## src/design/sss_cfg.svh

```systemverilog
// Function
// - Converge to holding after windows held dwell.
// - Holding waits steady delay, then at rest.
// - New motion forces in-motion from anywhere.
// - Steady delay requires windows held throughout.
// - Converging time bounded by timeout, forced exit.
// - Timeout exit raises no error.
// - Zero timeout skips criteria, goes at rest.
// - Timeout timed from generator ready onward.
// - Settling longer than maximum flags error event.
`ifndef SSS_CFG_SVH
`define SSS_CFG_SVH
`define SSS_ADDR_CTRL 12'h000
`define SSS_ADDR_POSWIN 12'h004
`define SSS_ADDR_VELWIN 12'h008
`define SSS_ADDR_DWELL 12'h00c
`define SSS_ADDR_DELAY 12'h010
`define SSS_ADDR_TMO 12'h014
`define SSS_ADDR_MAXST 12'h018
`define SSS_ADDR_STATUS 12'h01c
`define SSS_ADDR_IRQ 12'h020
`define SSS_ADDR_MASK 12'h024
`define SSS_ADDR_SETTLED 12'h028
`define SSS_IRQ_ERR 0
`define SSS_IRQ_REST 1
`define SSS_IRQ_FORCED 2
`define SSS_IRQ_W 3
`define SSS_RESET_WORD 32'h0000_0000
`define SSS_HTRANS_NONSEQ 2'b10
`endif

```

## src/design/sss_pkg.sv

```systemverilog
package sss_pkg;
  typedef enum logic [1:0] {
    SSS_IN_MOTION = 2'b00,
    SSS_CONVERGING = 2'b01,
    SSS_HOLDING = 2'b11,
    SSS_AT_REST = 2'b10
  } sss_state_t;
endpackage

```

## src/design/sss_settle_fsm.sv

```systemverilog
// Chosen here: the AHB-Lite interface to the registers and the placing of the registers.
`timescale 1ns/1ps
`default_nettype none
`include "sss_cfg.svh"
// ----------------------------------------
// Servo settling state machine with AHB-Lite register slave
// ----------------------------------------
module sss_settle_fsm #(
  parameter int W = 32
) (
  input wire logic clock,
  input wire logic rst,
  input wire logic clkEn,
  input wire logic motionStart,
  input wire logic profileDone,
  input wire logic [W-1:0] posErr,
  input wire logic [W-1:0] velErr,
  input wire logic hsel,
  input wire logic [31:0] haddr,
  input wire logic [1:0] htrans,
  input wire logic hwrite,
  input wire logic [2:0] hsize,
  input wire logic [31:0] hwdata,
  input wire logic hready,
  output logic [31:0] hrdata,
  output logic hreadyout,
  output logic hresp,
  output sss_pkg::sss_state_t ctrlState,
  output logic settleErr,
  output logic irq
);
  import sss_pkg::*;

  // ----------------------------------------
  // Input synchronisers
  // ----------------------------------------
  logic [1:0] syncA;
  logic [1:0] syncB;
  logic [W-1:0] posA;
  logic [W-1:0] posB;
  logic [W-1:0] velA;
  logic [W-1:0] velB;
  logic startS;
  logic doneS;
  // Control pins come from other logic domains, so two stages each.
  always_ff @(posedge clock) begin
    if (rst) begin
      syncA <= 2'h0;
      syncB <= 2'h0;
      posA <= '0;
      posB <= '0;
      velA <= '0;
      velB <= '0;
    end else if (clkEn) begin
      syncA <= {profileDone, motionStart};
      syncB <= syncA;
      posA <= posErr;
      posB <= posA;
      velA <= velErr;
      velB <= velA;
    end
  end
  assign startS = syncB[0];
  assign doneS = syncB[1];

  // ----------------------------------------
  // Registers
  // ----------------------------------------
  logic [W-1:0] posWindow;
  logic [W-1:0] velWindow;
  logic [31:0] dwellTime;
  logic [31:0] steadyDelay;
  logic [31:0] settleTimeout;
  logic [31:0] maxSettleTime;
  logic [`SSS_IRQ_W-1:0] irqStatus;
  logic [`SSS_IRQ_W-1:0] irqMask;
  logic [31:0] lastSettle;
  logic enable;

  // AHB address phase capture.
  logic dpValid;
  logic dpWrite;
  logic [11:0] dpAddr;
  wire addrTaken = hsel && hready && htrans == `SSS_HTRANS_NONSEQ;
  wire wrCtrl = dpValid && dpWrite && dpAddr == `SSS_ADDR_CTRL;
  wire [11:0] rdAddr = haddr[11:0];
  // The read-clear acts in the address phase, where the status is sampled, so an
  // event landing between the sample and the clear cannot be lost.
  wire rdIrq = addrTaken && !hwrite && rdAddr == `SSS_ADDR_IRQ;

  // ----------------------------------------
  // State machine
  // ----------------------------------------
  sss_state_t state;
  sss_state_t next_state;
  logic [31:0] phaseCnt;
  logic [31:0] dwellCnt;
  logic [31:0] settleCnt;
  logic inWin;
  logic errDone;

  sss_window_check #(.W(W)) uWin (
    .posErr(posB),
    .velErr(velB),
    .posWindow(posWindow),
    .velWindow(velWindow),
    .inWindows(inWin)
  );

  wire dwellMet = inWin && (dwellCnt + 32'h1 >= dwellTime);
  wire tmoHit = (phaseCnt + 32'h1 >= settleTimeout);
  wire delayMet = (phaseCnt + 32'h1 >= steadyDelay);
  wire noCriteria = (settleTimeout == 32'h0);
  wire errHit = (state != SSS_AT_REST) && (state != SSS_IN_MOTION)
    && !errDone && maxSettleTime != 32'h0 && settleCnt >= maxSettleTime;

  // Next-state choice; a new motion beats every other condition.
  always_comb begin
    next_state = state;
    if (startS) begin
      next_state = SSS_IN_MOTION;
    end else begin
      case (state)
        SSS_IN_MOTION: begin
          if (doneS) begin
            // Zero timeout bypasses all settling checks.
            next_state = noCriteria ? SSS_AT_REST : SSS_CONVERGING;
          end
        end
        SSS_CONVERGING: begin
          if (dwellMet || tmoHit) begin
            next_state = SSS_HOLDING;
          end
        end
        SSS_HOLDING: begin
          // Leaving a window restarts the delay rather than the whole settle.
          if (inWin && delayMet) begin
            next_state = SSS_AT_REST;
          end
        end
        default: next_state = state;
      endcase
    end
  end

  // Counters: phase time, window dwell, and total settle time.
  always_ff @(posedge clock) begin
    if (rst) begin
      state <= SSS_IN_MOTION;
      phaseCnt <= 32'h0;
      dwellCnt <= 32'h0;
      settleCnt <= 32'h0;
      errDone <= 1'b0;
      lastSettle <= 32'h0;
    end else if (clkEn && enable) begin
      state <= next_state;
      if (next_state != state || (state == SSS_HOLDING && !inWin)) begin
        phaseCnt <= 32'h0;
      end else begin
        phaseCnt <= phaseCnt + 32'h1;
      end
      dwellCnt <= (state == SSS_CONVERGING && inWin) ? dwellCnt + 32'h1 : 32'h0;
      // Settle time runs from generator done until at rest.
      if (state == SSS_IN_MOTION) begin
        settleCnt <= 32'h0;
        errDone <= 1'b0;
      end else if (state != SSS_AT_REST) begin
        settleCnt <= settleCnt + 32'h1;
      end
      if (errHit) begin
        errDone <= 1'b1;
      end
      if (next_state == SSS_AT_REST && state != SSS_AT_REST) begin
        lastSettle <= settleCnt;
      end
    end
  end

  // Events: error, reached rest, forced exit from converging.
  wire [`SSS_IRQ_W-1:0] evt;
  assign evt[`SSS_IRQ_ERR] = clkEn && enable && errHit;
  assign evt[`SSS_IRQ_REST] = clkEn && enable && next_state == SSS_AT_REST
    && state != SSS_AT_REST;
  assign evt[`SSS_IRQ_FORCED] = clkEn && enable && state == SSS_CONVERGING
    && !startS && tmoHit && !dwellMet;

  // ----------------------------------------
  // AHB-Lite slave
  // ----------------------------------------
  logic [31:0] rdMux;
  always_comb begin
    rdMux = `SSS_RESET_WORD;
    if (rdAddr == `SSS_ADDR_CTRL) begin
      rdMux = {31'h0, enable};
    end else if (rdAddr == `SSS_ADDR_POSWIN) begin
      rdMux = 32'(posWindow);
    end else if (rdAddr == `SSS_ADDR_VELWIN) begin
      rdMux = 32'(velWindow);
    end else if (rdAddr == `SSS_ADDR_DWELL) begin
      rdMux = dwellTime;
    end else if (rdAddr == `SSS_ADDR_DELAY) begin
      rdMux = steadyDelay;
    end else if (rdAddr == `SSS_ADDR_TMO) begin
      rdMux = settleTimeout;
    end else if (rdAddr == `SSS_ADDR_MAXST) begin
      rdMux = maxSettleTime;
    end else if (rdAddr == `SSS_ADDR_STATUS) begin
      rdMux = {30'h0, state};
    end else if (rdAddr == `SSS_ADDR_IRQ) begin
      rdMux = {29'h0, irqStatus};
    end else if (rdAddr == `SSS_ADDR_MASK) begin
      rdMux = {29'h0, irqMask};
    end else if (rdAddr == `SSS_ADDR_SETTLED) begin
      rdMux = lastSettle;
    end
  end

  // Address phase latch and read data capture; the slave never stalls.
  always_ff @(posedge clock) begin
    if (rst) begin
      dpValid <= 1'b0;
      dpWrite <= 1'b0;
      dpAddr <= 12'h0;
      hrdata <= `SSS_RESET_WORD;
    end else if (clkEn) begin
      dpValid <= addrTaken;
      dpWrite <= hwrite;
      dpAddr <= haddr[11:0];
      hrdata <= (addrTaken && !hwrite) ? rdMux : hrdata;
    end
  end

  // Writes land in the data phase, the only cycle in which hwdata stands.
  always_ff @(posedge clock) begin
    if (rst) begin
      posWindow <= '0;
      velWindow <= '0;
      dwellTime <= 32'h0;
      steadyDelay <= 32'h0;
      settleTimeout <= 32'h0;
      maxSettleTime <= 32'h0;
      irqMask <= '0;
      enable <= 1'b0;
    end else if (clkEn && dpValid && dpWrite) begin
      if (wrCtrl) begin
        enable <= hwdata[0];
      end else if (dpAddr == `SSS_ADDR_POSWIN) begin
        posWindow <= hwdata[W-1:0];
      end else if (dpAddr == `SSS_ADDR_VELWIN) begin
        velWindow <= hwdata[W-1:0];
      end else if (dpAddr == `SSS_ADDR_DWELL) begin
        dwellTime <= hwdata;
      end else if (dpAddr == `SSS_ADDR_DELAY) begin
        steadyDelay <= hwdata;
      end else if (dpAddr == `SSS_ADDR_TMO) begin
        settleTimeout <= hwdata;
      end else if (dpAddr == `SSS_ADDR_MAXST) begin
        maxSettleTime <= hwdata;
      end else if (dpAddr == `SSS_ADDR_MASK) begin
        irqMask <= hwdata[`SSS_IRQ_W-1:0];
      end
    end
  end
  // Sticky status cleared by read; a coincident event is kept.
  always_ff @(posedge clock) begin
    if (rst) begin
      irqStatus <= '0;
      irq <= 1'b0;
      settleErr <= 1'b0;
      ctrlState <= SSS_IN_MOTION;
      hreadyout <= 1'b1;
      hresp <= 1'b0;
    end else if (clkEn) begin
      irqStatus <= (rdIrq ? '0 : irqStatus) | evt;
      irq <= |(((rdIrq ? '0 : irqStatus) | evt) & irqMask);
      settleErr <= evt[`SSS_IRQ_ERR];
      ctrlState <= enable ? next_state : state; // The output tracks the frozen state too.
      hreadyout <= 1'b1;
      hresp <= 1'b0;
    end
  end

  // ----------------------------------------
  // Assertions
  // ----------------------------------------
  property p_start_moves;
    @(posedge clock) disable iff (rst) (clkEn && enable && startS) |=> state == SSS_IN_MOTION;
  endproperty
  a_start_moves: assert property (p_start_moves) else $error("start did not force motion");
  property p_hold_needs_win;
    @(posedge clock) disable iff (rst)
      (state == SSS_HOLDING && clkEn && enable && !inWin) |=> state != SSS_AT_REST;
  endproperty
  a_hold_needs_win: assert property (p_hold_needs_win) else $error("rest outside window");
  property p_conv_exit;
    @(posedge clock) disable iff (rst)
      (state == SSS_CONVERGING && $past(state) == SSS_CONVERGING && clkEn && enable && !startS
       && !inWin && !tmoHit) |=> state == SSS_CONVERGING;
  endproperty
  a_conv_exit: assert property (p_conv_exit) else $error("early converge exit");
  property p_tmo;
    @(posedge clock) disable iff (rst)
      (state == SSS_CONVERGING && clkEn && enable && !startS && tmoHit) |=> state == SSS_HOLDING;
  endproperty
  a_tmo: assert property (p_tmo) else $error("timeout ignored");
  property p_silent;
    @(posedge clock) disable iff (rst) evt[`SSS_IRQ_FORCED] && !errHit |=> !settleErr;
  endproperty
  a_silent: assert property (p_silent) else $error("timeout raised error");
  property p_zero;
    @(posedge clock) disable iff (rst)
      (state == SSS_IN_MOTION && clkEn && enable && doneS && !startS && noCriteria)
      |=> state == SSS_AT_REST;
  endproperty
  a_zero: assert property (p_zero) else $error("zero timeout not bypassed");
  property p_done;
    @(posedge clock) disable iff (rst)
      (state == SSS_IN_MOTION && clkEn && enable && doneS && !startS && !noCriteria)
      |=> state == SSS_CONVERGING;
  endproperty
  a_done: assert property (p_done) else $error("profile done ignored");
  property p_delay;
    @(posedge clock) disable iff (rst)
      (state == SSS_HOLDING && $past(state) == SSS_HOLDING && clkEn && enable && !startS
       && inWin && !delayMet) |=> state == SSS_HOLDING;
  endproperty
  a_delay: assert property (p_delay) else $error("steady delay cut short");
  property p_err;
    @(posedge clock) disable iff (rst) evt[`SSS_IRQ_ERR] |=> settleErr ##1 !settleErr;
  endproperty
  a_err: assert property (p_err) else $error("error pulse wrong");
  property p_time;
    @(posedge clock) disable iff (rst)
      (state == SSS_IN_MOTION && clkEn && enable) |=> settleCnt == 32'h0;
  endproperty
  a_time: assert property (p_time) else $error("settle time not restarted");
  property p_forced;
    @(posedge clock) disable iff (rst) (state == SSS_CONVERGING && clkEn && enable && !startS
      && tmoHit && !dwellMet) |=> irqStatus[`SSS_IRQ_FORCED];
  endproperty
  a_forced: assert property (p_forced) else $error("forced exit not recorded");
  c_zero: cover property (@(posedge clock) state == SSS_IN_MOTION ##1 state == SSS_AT_REST);
  c_abort: cover property (@(posedge clock) state == SSS_CONVERGING ##1 state == SSS_IN_MOTION);
  c_rest: cover property (@(posedge clock) state == SSS_HOLDING ##1 state == SSS_AT_REST);
  c_forced: cover property (@(posedge clock) evt[`SSS_IRQ_FORCED]);
  c_err: cover property (@(posedge clock) settleErr);
endmodule
`default_nettype wire

```

## src/design/sss_window_check.sv

```systemverilog
`timescale 1ns/1ps
`default_nettype none
// ----------------------------------------
// Window comparison for position and velocity errors
// ----------------------------------------
module sss_window_check #(
  parameter int W = 32
) (
  input wire logic [W-1:0] posErr,
  input wire logic [W-1:0] velErr,
  input wire logic [W-1:0] posWindow,
  input wire logic [W-1:0] velWindow,
  output logic inWindows
);
  logic [W-1:0] posMag;
  logic [W-1:0] velMag;
  // Signed errors are folded to magnitudes so one window serves both signs.
  assign posMag = posErr[W-1] ? W'(-posErr) : posErr;
  assign velMag = velErr[W-1] ? W'(-velErr) : velErr;
  assign inWindows = (posMag <= posWindow) && (velMag <= velWindow);
endmodule
`default_nettype wire

```

## config.mk

```make
export PLATFORM = sky130hd
export DESIGN_NAME = sss_settle_fsm
export DESIGN_NICKNAME = d
export VERILOG_FILES = /design/src/design/sss_pkg.sv /design/src/design/sss_settle_fsm.sv /design/src/design/sss_window_check.sv
export VERILOG_INCLUDE_DIRS = /design/src /design/src/design
export SDC_FILE = /design/constraint.sdc
export NUM_CORES = 1
export LEC_CHECK = 0
export ABC_AREA = 1
export BUFFER_PORTS_ARGS = -buffer_cell sky130_fd_sc_hd__clkbuf_2
export CAP_MARGIN = 0
export CORE_MARGIN = 5
export CORE_UTILIZATION = 45
export CTS_CLUSTER_DIAMETER = 120
export DETAILED_ROUTE_END_ITERATION = 7
export PLACE_DENSITY = 0.73
export SLEW_MARGIN = 10
export SYNTH_ARGS = -nofsm -noshare
export SYNTH_HDL_FRONTEND = slang
export SYNTH_SLANG_ARGS = --single-unit
```

## constraint.sdc

```tcl
create_clock -name clock -period 3.6 [get_ports clock]
set_clock_uncertainty 0.2 [all_clocks]
set_input_delay 0.36 -clock clock [delete_from_list [all_inputs] [get_ports clock]]
set_output_delay 0.36 -clock clock [all_outputs]
set_load 0.01 [all_outputs]
```

==> results.ini, run 1 <==
[pwr]
clockPowerShare=0.457
switchingPower_uw=3170
p_sw_frac=0.246
pwr-share-seq=0.449
pwr-share-comb=0.094
power.leakage_uw=0.0148
peakVddDrop_mv=0.453
power_uw=12900
p_int_uw=9700
p_per_area_nw_per_um2=367

[clocking]
clock_sinks=512
cts_max_level=2
cts_tree=yes
clk_latency_ns=0.62
clkSlewWorstSetupHoldPaths_ns=0.06
clk_path_buf_depth=3
cts-root-buf=clkbuf_16
cts_inserted_buffers=54

[grt]
antenna_found_initial=0
grt_first_pass_wirelength_um=148000
overflow=0
grt_pass1_vias=26600
grt_util_all_layers=0.278
grt_max_degree=169

[worst_setup_path]
endpoint_kind=flop
regToRegStartpoint=dwellCnt[0]$_SDFFE_PP0P_
crit_start=dwellCnt[0]$_SDFFE_PP0P_
critPathMaxStageDelay_ns=0.36
start_kind=flop
crit_type=reg2reg
slowest_stage=dfxtp_2
path_max_fanout=8
cp.required_ns=3.89
arrival_ns=4.85

[yosys]
synth-edff-count=0
yosysMostFrequentCell=inv_1
synth.largest_area_cell=dfxtp_1
ys_seq_elements=512
yosys_warnings=0
ys_top_cells_by_area=dfxtp_1, ha_1, a21oi_1
synth_common_cells=inv_1, dfxtp_1, nand2_1
synth.top_cell.area_share=0.373
syn_area_um2=27500
synth_nets=4092
ys_types=59
yosysSeqAreaShare=0.373
async_flop_share=0
ys.flop_type=dfxtp_1
syn_inst=3754
syn_avg_cell_area_um2=7.32

[routing]
drc=0
drt-pass1-iter-count=5
viasPerCell=5.60
vias=28300
ant_nets=0
drt_wl_total_um=97700
drtIter0Drc=2610
wl_per_cell_um=19.3

[sta]
worst_pin_slew_ns=0.893
relSlewSlack=0.404
layout_min_cycle_time_ns=4.55
max_freq_mhz=220
drv_slew=0
rsz0062_at_grt=true
finalHoldViolCount=0
setup_slack_ns=-0.954
fin_crit_sh=1.26
setup_violations=103

[placed_design]
gp_congestion=0.998
io_buffers=153
dp_cells=4823
place_area_um2=31100
hpwl_um=69500

[finish]
finalCoreUtilization=0.582
fin_cells=5063
diodes=0
stdcell_area_um2=35100
area_growth_pct=27.8
layout-drive-gt1-share=0.185
fin_nets=4579

[floorplanning]
row_count=90
die_area_um2=66100
initial_core_util=0.455
fp.coreArea_um2=60400
ioPinCount=179
die_h_um=257
die_w_um=257

[run_status]
status=finished with violations
violations=setup timing

[flow_run]
drv_cap=0

[worst_hold_path]
hp-class=in2reg
worstHoldStart=hwdata[1]

==> stage by stage <==
step / hold slack [ns] / setup TNS, ns / setup WS (ns)
6_report: 0.0443 / -78.26 / -0.954
3_5_place_dp: 0.244 / -78.61 / -0.896
5_1_grt: 0.0244 / -107.72 / -1.22
3_3_place_gp: 0.240 / -69.87 / -0.788
4_1_cts: 0.00123 / -69.04 / -0.798
2_1_floorplan: 0.229 / -17.51 / -0.362
==> power by group through the flow <==
| stage | Clock [µW] | Combinational [µW] | Sequential, µW |
|---|---|---|---|
| global placement | 0 | 980 | 5900 |
| detailed placement | 0 | 994 | 5910 |
| global route | 6150 | 1320 | 5790 |
| floorplan | 0 | 587 | 5900 |
| CTS | 5910 | 1130 | 5780 |
| finish | 5880 | 1200 | 5790 |
==> cells in the final DEF, fill, tap and decap left out, types with 22 or more instances in the layout <==
master,instances
nor4_1,31
o21ai_2,27
o21ai_1,22
o21ai_0,364
a211oi_1,67
o22ai_1,57
dlygate4sd3_1,111
xor2_1,100
ha_1,194
clkbuf_2,152
a21oi_1,407
buf_4,322
inv_1,536
dfxtp_1,509
nor3_1,44
a21oi_2,30
nand3_1,79
nand2_1,492
nor2_1,265
nor2_2,23
clkbuf_16,57
nand4_1,113
o221ai_1,29
==> worst paths after layout <==
path	end	slack (ns)	cells past startpoint
worst min register to register	posA[25]$_SDFFE_PP0P_	0.25	2
worst max-delay path	lastSettle[14]$_SDFFE_PP0P_	-0.95	28
worst min-delay path	steadyDelay[1]$_SDFFE_PP0P_	0.04	3
worst max register to register	lastSettle[14]$_SDFFE_PP0P_	-0.95	28
==> worst max-delay path, delay by kind of cell, from the launching register on <==
kind                       cells  cell delay, ns
and+or+nand+nor               20            2.57
DFF                            1            0.36
xor gates and xnor gates       1            0.14
buffers and inverters          3            0.41
AOI/OAI and AO/OA              2            0.33
adders and majority gates      2            0.42
==> cells by family after synthesis <==
| family | count (synthesis) | share of synthesized area |
|---|---|---|
| flip-flops | 512 | 0.373 |
| XOR/XNOR | 116 | 0.0373 |
| AO/OA/AOI/OAI | 1045 | 0.207 |
| AND/OR/NAND/NOR | 1139 | 0.189 |
| other | 2 | 0.000273 |
| adder cells (fa/ha/maj) | 197 | 0.0897 |
| buffers and inverters | 743 | 0.103 |
==> routing by layer <==
metal,part of all wire,global-route usage,vias to the layer above
li1,-,-,13600
met1,0.40,0.353,13200
met2,0.46,0.464,1279
met3,0.080,0.0433,312
met4,0.059,0.136,0
met5,0,0,-
==> area by class of cell <==
type | count | area, µm²
timing repair buffer | 616 | 4920
sequential | 512 | 10300
tap | 782 | 978
clock buffer | 72 | 1520
inverter | 558 | 2110
clock inverter | 24 | 315
fill | 5288 | 25300
multi-input combinational | 2499 | 15000
==> repair_timing <==
action | in CTS | in global routing
setup buffers | 15 | 11
pin swaps | 9 | 61
setup endpoints to repair | 103 | 111
endpoints found under the hold margin | 225 | 0
hold buffers | 111 | 0
gates resized for setup | 80 | 116
gates cloned | 7 | 2
(Power assumes the default switching activity.)
==> run 2, diff against run 1 <==
CORE_ASPECT_RATIO = 2   (was default)
PLACE_DENSITY = default   (was 0.73)
==> run 2 against run 1 <==
The flow still finishes with violations (setup timing). Combinational power about the same. Worst hold slack got worse by 0.022 ns. Wire length rose by 8.8%. Die area up 0.45%. Sequential share of layout area is 0.13 points lower. Critical endpoint is now lastSettle[11]$_SDFFE_PP0P_. Flip-flop and latch count unchanged.
==> results.ini, run 2 (synthesized netlist as in run 1, its figures left out) <==
[sta]
max_freq_mhz=219  ; -0.23%
layout_min_cycle_time_ns=4.56  ; +0.0106 ns
hold_slack_ns=0.0225  ; -0.0219 ns
relSlewSlack=0.238  ; -0.166
worst_pin_slew_ns=1.14  ; +0.250 ns
finalHoldViolCount=0  ; unchanged
rsz0062_at_grt=true
fin_crit_sh=1.27  ; +0.00293
drv_slew=0  ; unchanged
setup_violations=103  ; unchanged
setup_slack_ns=-0.964  ; -0.0106 ns

[worst_setup_path]
reg2reg_to=lastSettle[11]$_SDFFE_PP0P_
path_max_fanout=5  ; -3
cp_top_family=simple AND/OR/NAND/NOR gates
crit_type=reg2reg
regToRegSetupSlack_ns=-0.96  ; about the same
start_kind=flop
arrival_ns=4.89  ; +0.04 ns
critPathMaxStageDelay_ns=0.38  ; +0.02 ns
cp.depth=30  ; +7.1%
crit_start=dwellCnt[1]$_SDFFE_PP0P_
slowest_stage=dfxtp_4
endpoint_kind=flop
cp.required_ns=3.93  ; +0.04 ns
regToRegStartpoint=dwellCnt[1]$_SDFFE_PP0P_
worst-path-buf-inv=5  ; +2
worstRegToRegCells=30  ; +7.1%

[finish]
layout_common_cells=inv_1, dfxtp_1, nand2_1, a21oi_1, o21ai_0
layout-drive-gt1-share=0.191  ; +0.00636
diodes=0  ; unchanged
multi_input_area_um2=15000  ; +0.25%
seq_area_um2=10300  ; +0.17%
fillers=5706  ; +7.9%
final_common_cell=inv_1
fin_nets=4607  ; +0.61%
area_growth_pct=28.6
fin_cells=5086  ; +0.45%

[grt]
grt_pass1_vias=27300  ; +2.4%
grt_util_all_layers=0.308  ; +0.0292
overflow=0  ; unchanged
antenna_found_initial=0  ; unchanged
grt_first_pass_wirelength_um=158000  ; +6.5%
grt_max_degree=128  ; -24%

[pwr]
p_sw_frac=0.256  ; +0.00968
switchingPower_uw=3250  ; +2.6%
clockPowerShare=0.449  ; -0.008
power.leakage_uw=0.0149  ; +0.75%
p_per_area_nw_per_um2=360  ; -1.9%
power_uw=12700  ; -1.3%
peakVddDrop_mv=0.408  ; -10%
pwr-share-comb=0.096  ; +0.002
p_int_uw=9460  ; -2.5%
pwr-share-seq=0.454  ; +0.005

[routing]
vias=27800  ; -2.1%
ant_nets=0  ; unchanged
drt-pass1-iter-count=5  ; unchanged
drtIter0Drc=1474  ; -44%
drt_wl_total_um=106000  ; +8.8%
viasPerCell=5.46  ; -2.5%
wl_per_cell_um=20.9  ; +8.3%
drc=0  ; unchanged

[clocking]
clk_path_buf_depth=3  ; unchanged
cts_inserted_buffers=47  ; -13%
cts_max_level=2  ; unchanged
cts-root-buf=clkbuf_16
clock_sinks=512  ; unchanged
clk_latency_ns=0.60  ; -0.02 ns
cts_tree=yes
clkSlewWorstSetupHoldPaths_ns=0.07  ; about the same

[placed_design]
dp_cells=4847  ; +0.50%
place_ws_ns=-1.14  ; -0.247 ns
gp_congestion=1.01  ; +1.1%
io_buffers=153  ; unchanged
hpwl_um=80400  ; +16%

[worst_hold_path]
worstHoldStart=hwdata[5]
hold_depth=3  ; unchanged
hp-class=in2reg
min_to=velWindow[5]$_SDFFE_PP0P_

[run_status]
violations=setup timing
status=finished with violations

[floorplanning]
initial_core_util=0.453  ; -0.00255
fp.coreArea_um2=60700  ; +0.56%
row_count=128  ; +42%
die_w_um=185  ; -28%
die_h_um=359  ; +40%
die_area_um2=66400  ; +0.45%
ioPinCount=179  ; unchanged

[flow_run]
drv_cap=0  ; unchanged

## run 2: changes by cell type in the layout (fill, tap and decap cells not counted), sizes merged
cell | before | now
inv | 558 | 566
bufinv | 7 | 9
buf | 350 | 383
clkinvlp | 5 | 4
clkinv | 12 | 11
clkbuf | 226 | 210
## run 2: how the worst max path moves through the flow
stage	to	slack, ns
floorplan	lastSettle[17]$_SDFFE_PP0P_	-0.36
global placement	lastSettle[31]$_SDFFE_PP0P_	-1.14
detailed placement	lastSettle[28]$_SDFFE_PP0P_	-1.14
CTS	lastSettle[11]$_SDFFE_PP0P_	-0.83
global route	phaseCnt[26]$_SDFFE_PP0P_	-1.21
finish	lastSettle[11]$_SDFFE_PP0P_	-0.96
## run 2: layout make-up
class                           count  share of cell area
Clock inverter                     32              0.0130
Clock buffer                       54              0.0357
Multi-Input combinational cell   2499               0.426
Tap cell                          780              0.0276
Sequential cell                   512               0.291
Timing Repair Buffer              651               0.147
Inverter                          558              0.0599
## run 2: worst register-to-register path: cells and delay by family, from the launching register on
kind | cells | cell delay (ns)
AOI/OAI and AO/OA | 2 | 0.27
adders and majority gates | 1 | 0.14
buffers and inverters | 5 | 0.70
DFF | 1 | 0.38
and+or+nand+nor | 22 | 2.81
## run 2: stage by stage
| stage | utilization | TNS [ns] | cell area, µm² |
|---|---|---|---|
| 3_5_place_dp | 0.517 | -102.03 | 31400 |
| 5_1_grt | 0.582 | -109.92 | 35300 |
| 3_3_place_gp | 0.517 | -105.41 | 31400 |
| 6_report | 0.582 | -84.01 | 35300 |
| 2_1_floorplan | - | -17.51 | 27600 |
| 4_1_cts | 0.572 | -73.91 | 34700 |
## run 2: power groups by stage
stage,combinational (µW),clock [µW],sequential [µW]
global route,1350,5980,5780
finish,1220,5710,5780
detailed placement,1030,0,5910
global placement,1030,0,5910
CTS,1160,5780,5780
floorplan,587,0,5900
## run 2: layer usage
layer / GRT usage / vias to the layer above / wire length, µm
met2: 0.544 / 892 / 53000
met1: 0.324 / 12900 / 37500
met5: 0 / - / 0
met4: 0.248 / 0 / 11000
met3: 0.0330 / 335 / 4790
li1: - / 13600 / -
## run 2: timing repair
action                                  CTS  global route
cloned                                    6             6
endpoints found under the setup margin  103           103
setup buffers                            21            10
hold endpoints to repair                218             0
resized for setup                        73           112
pin swaps                                21            48
hold buffers                            111             0
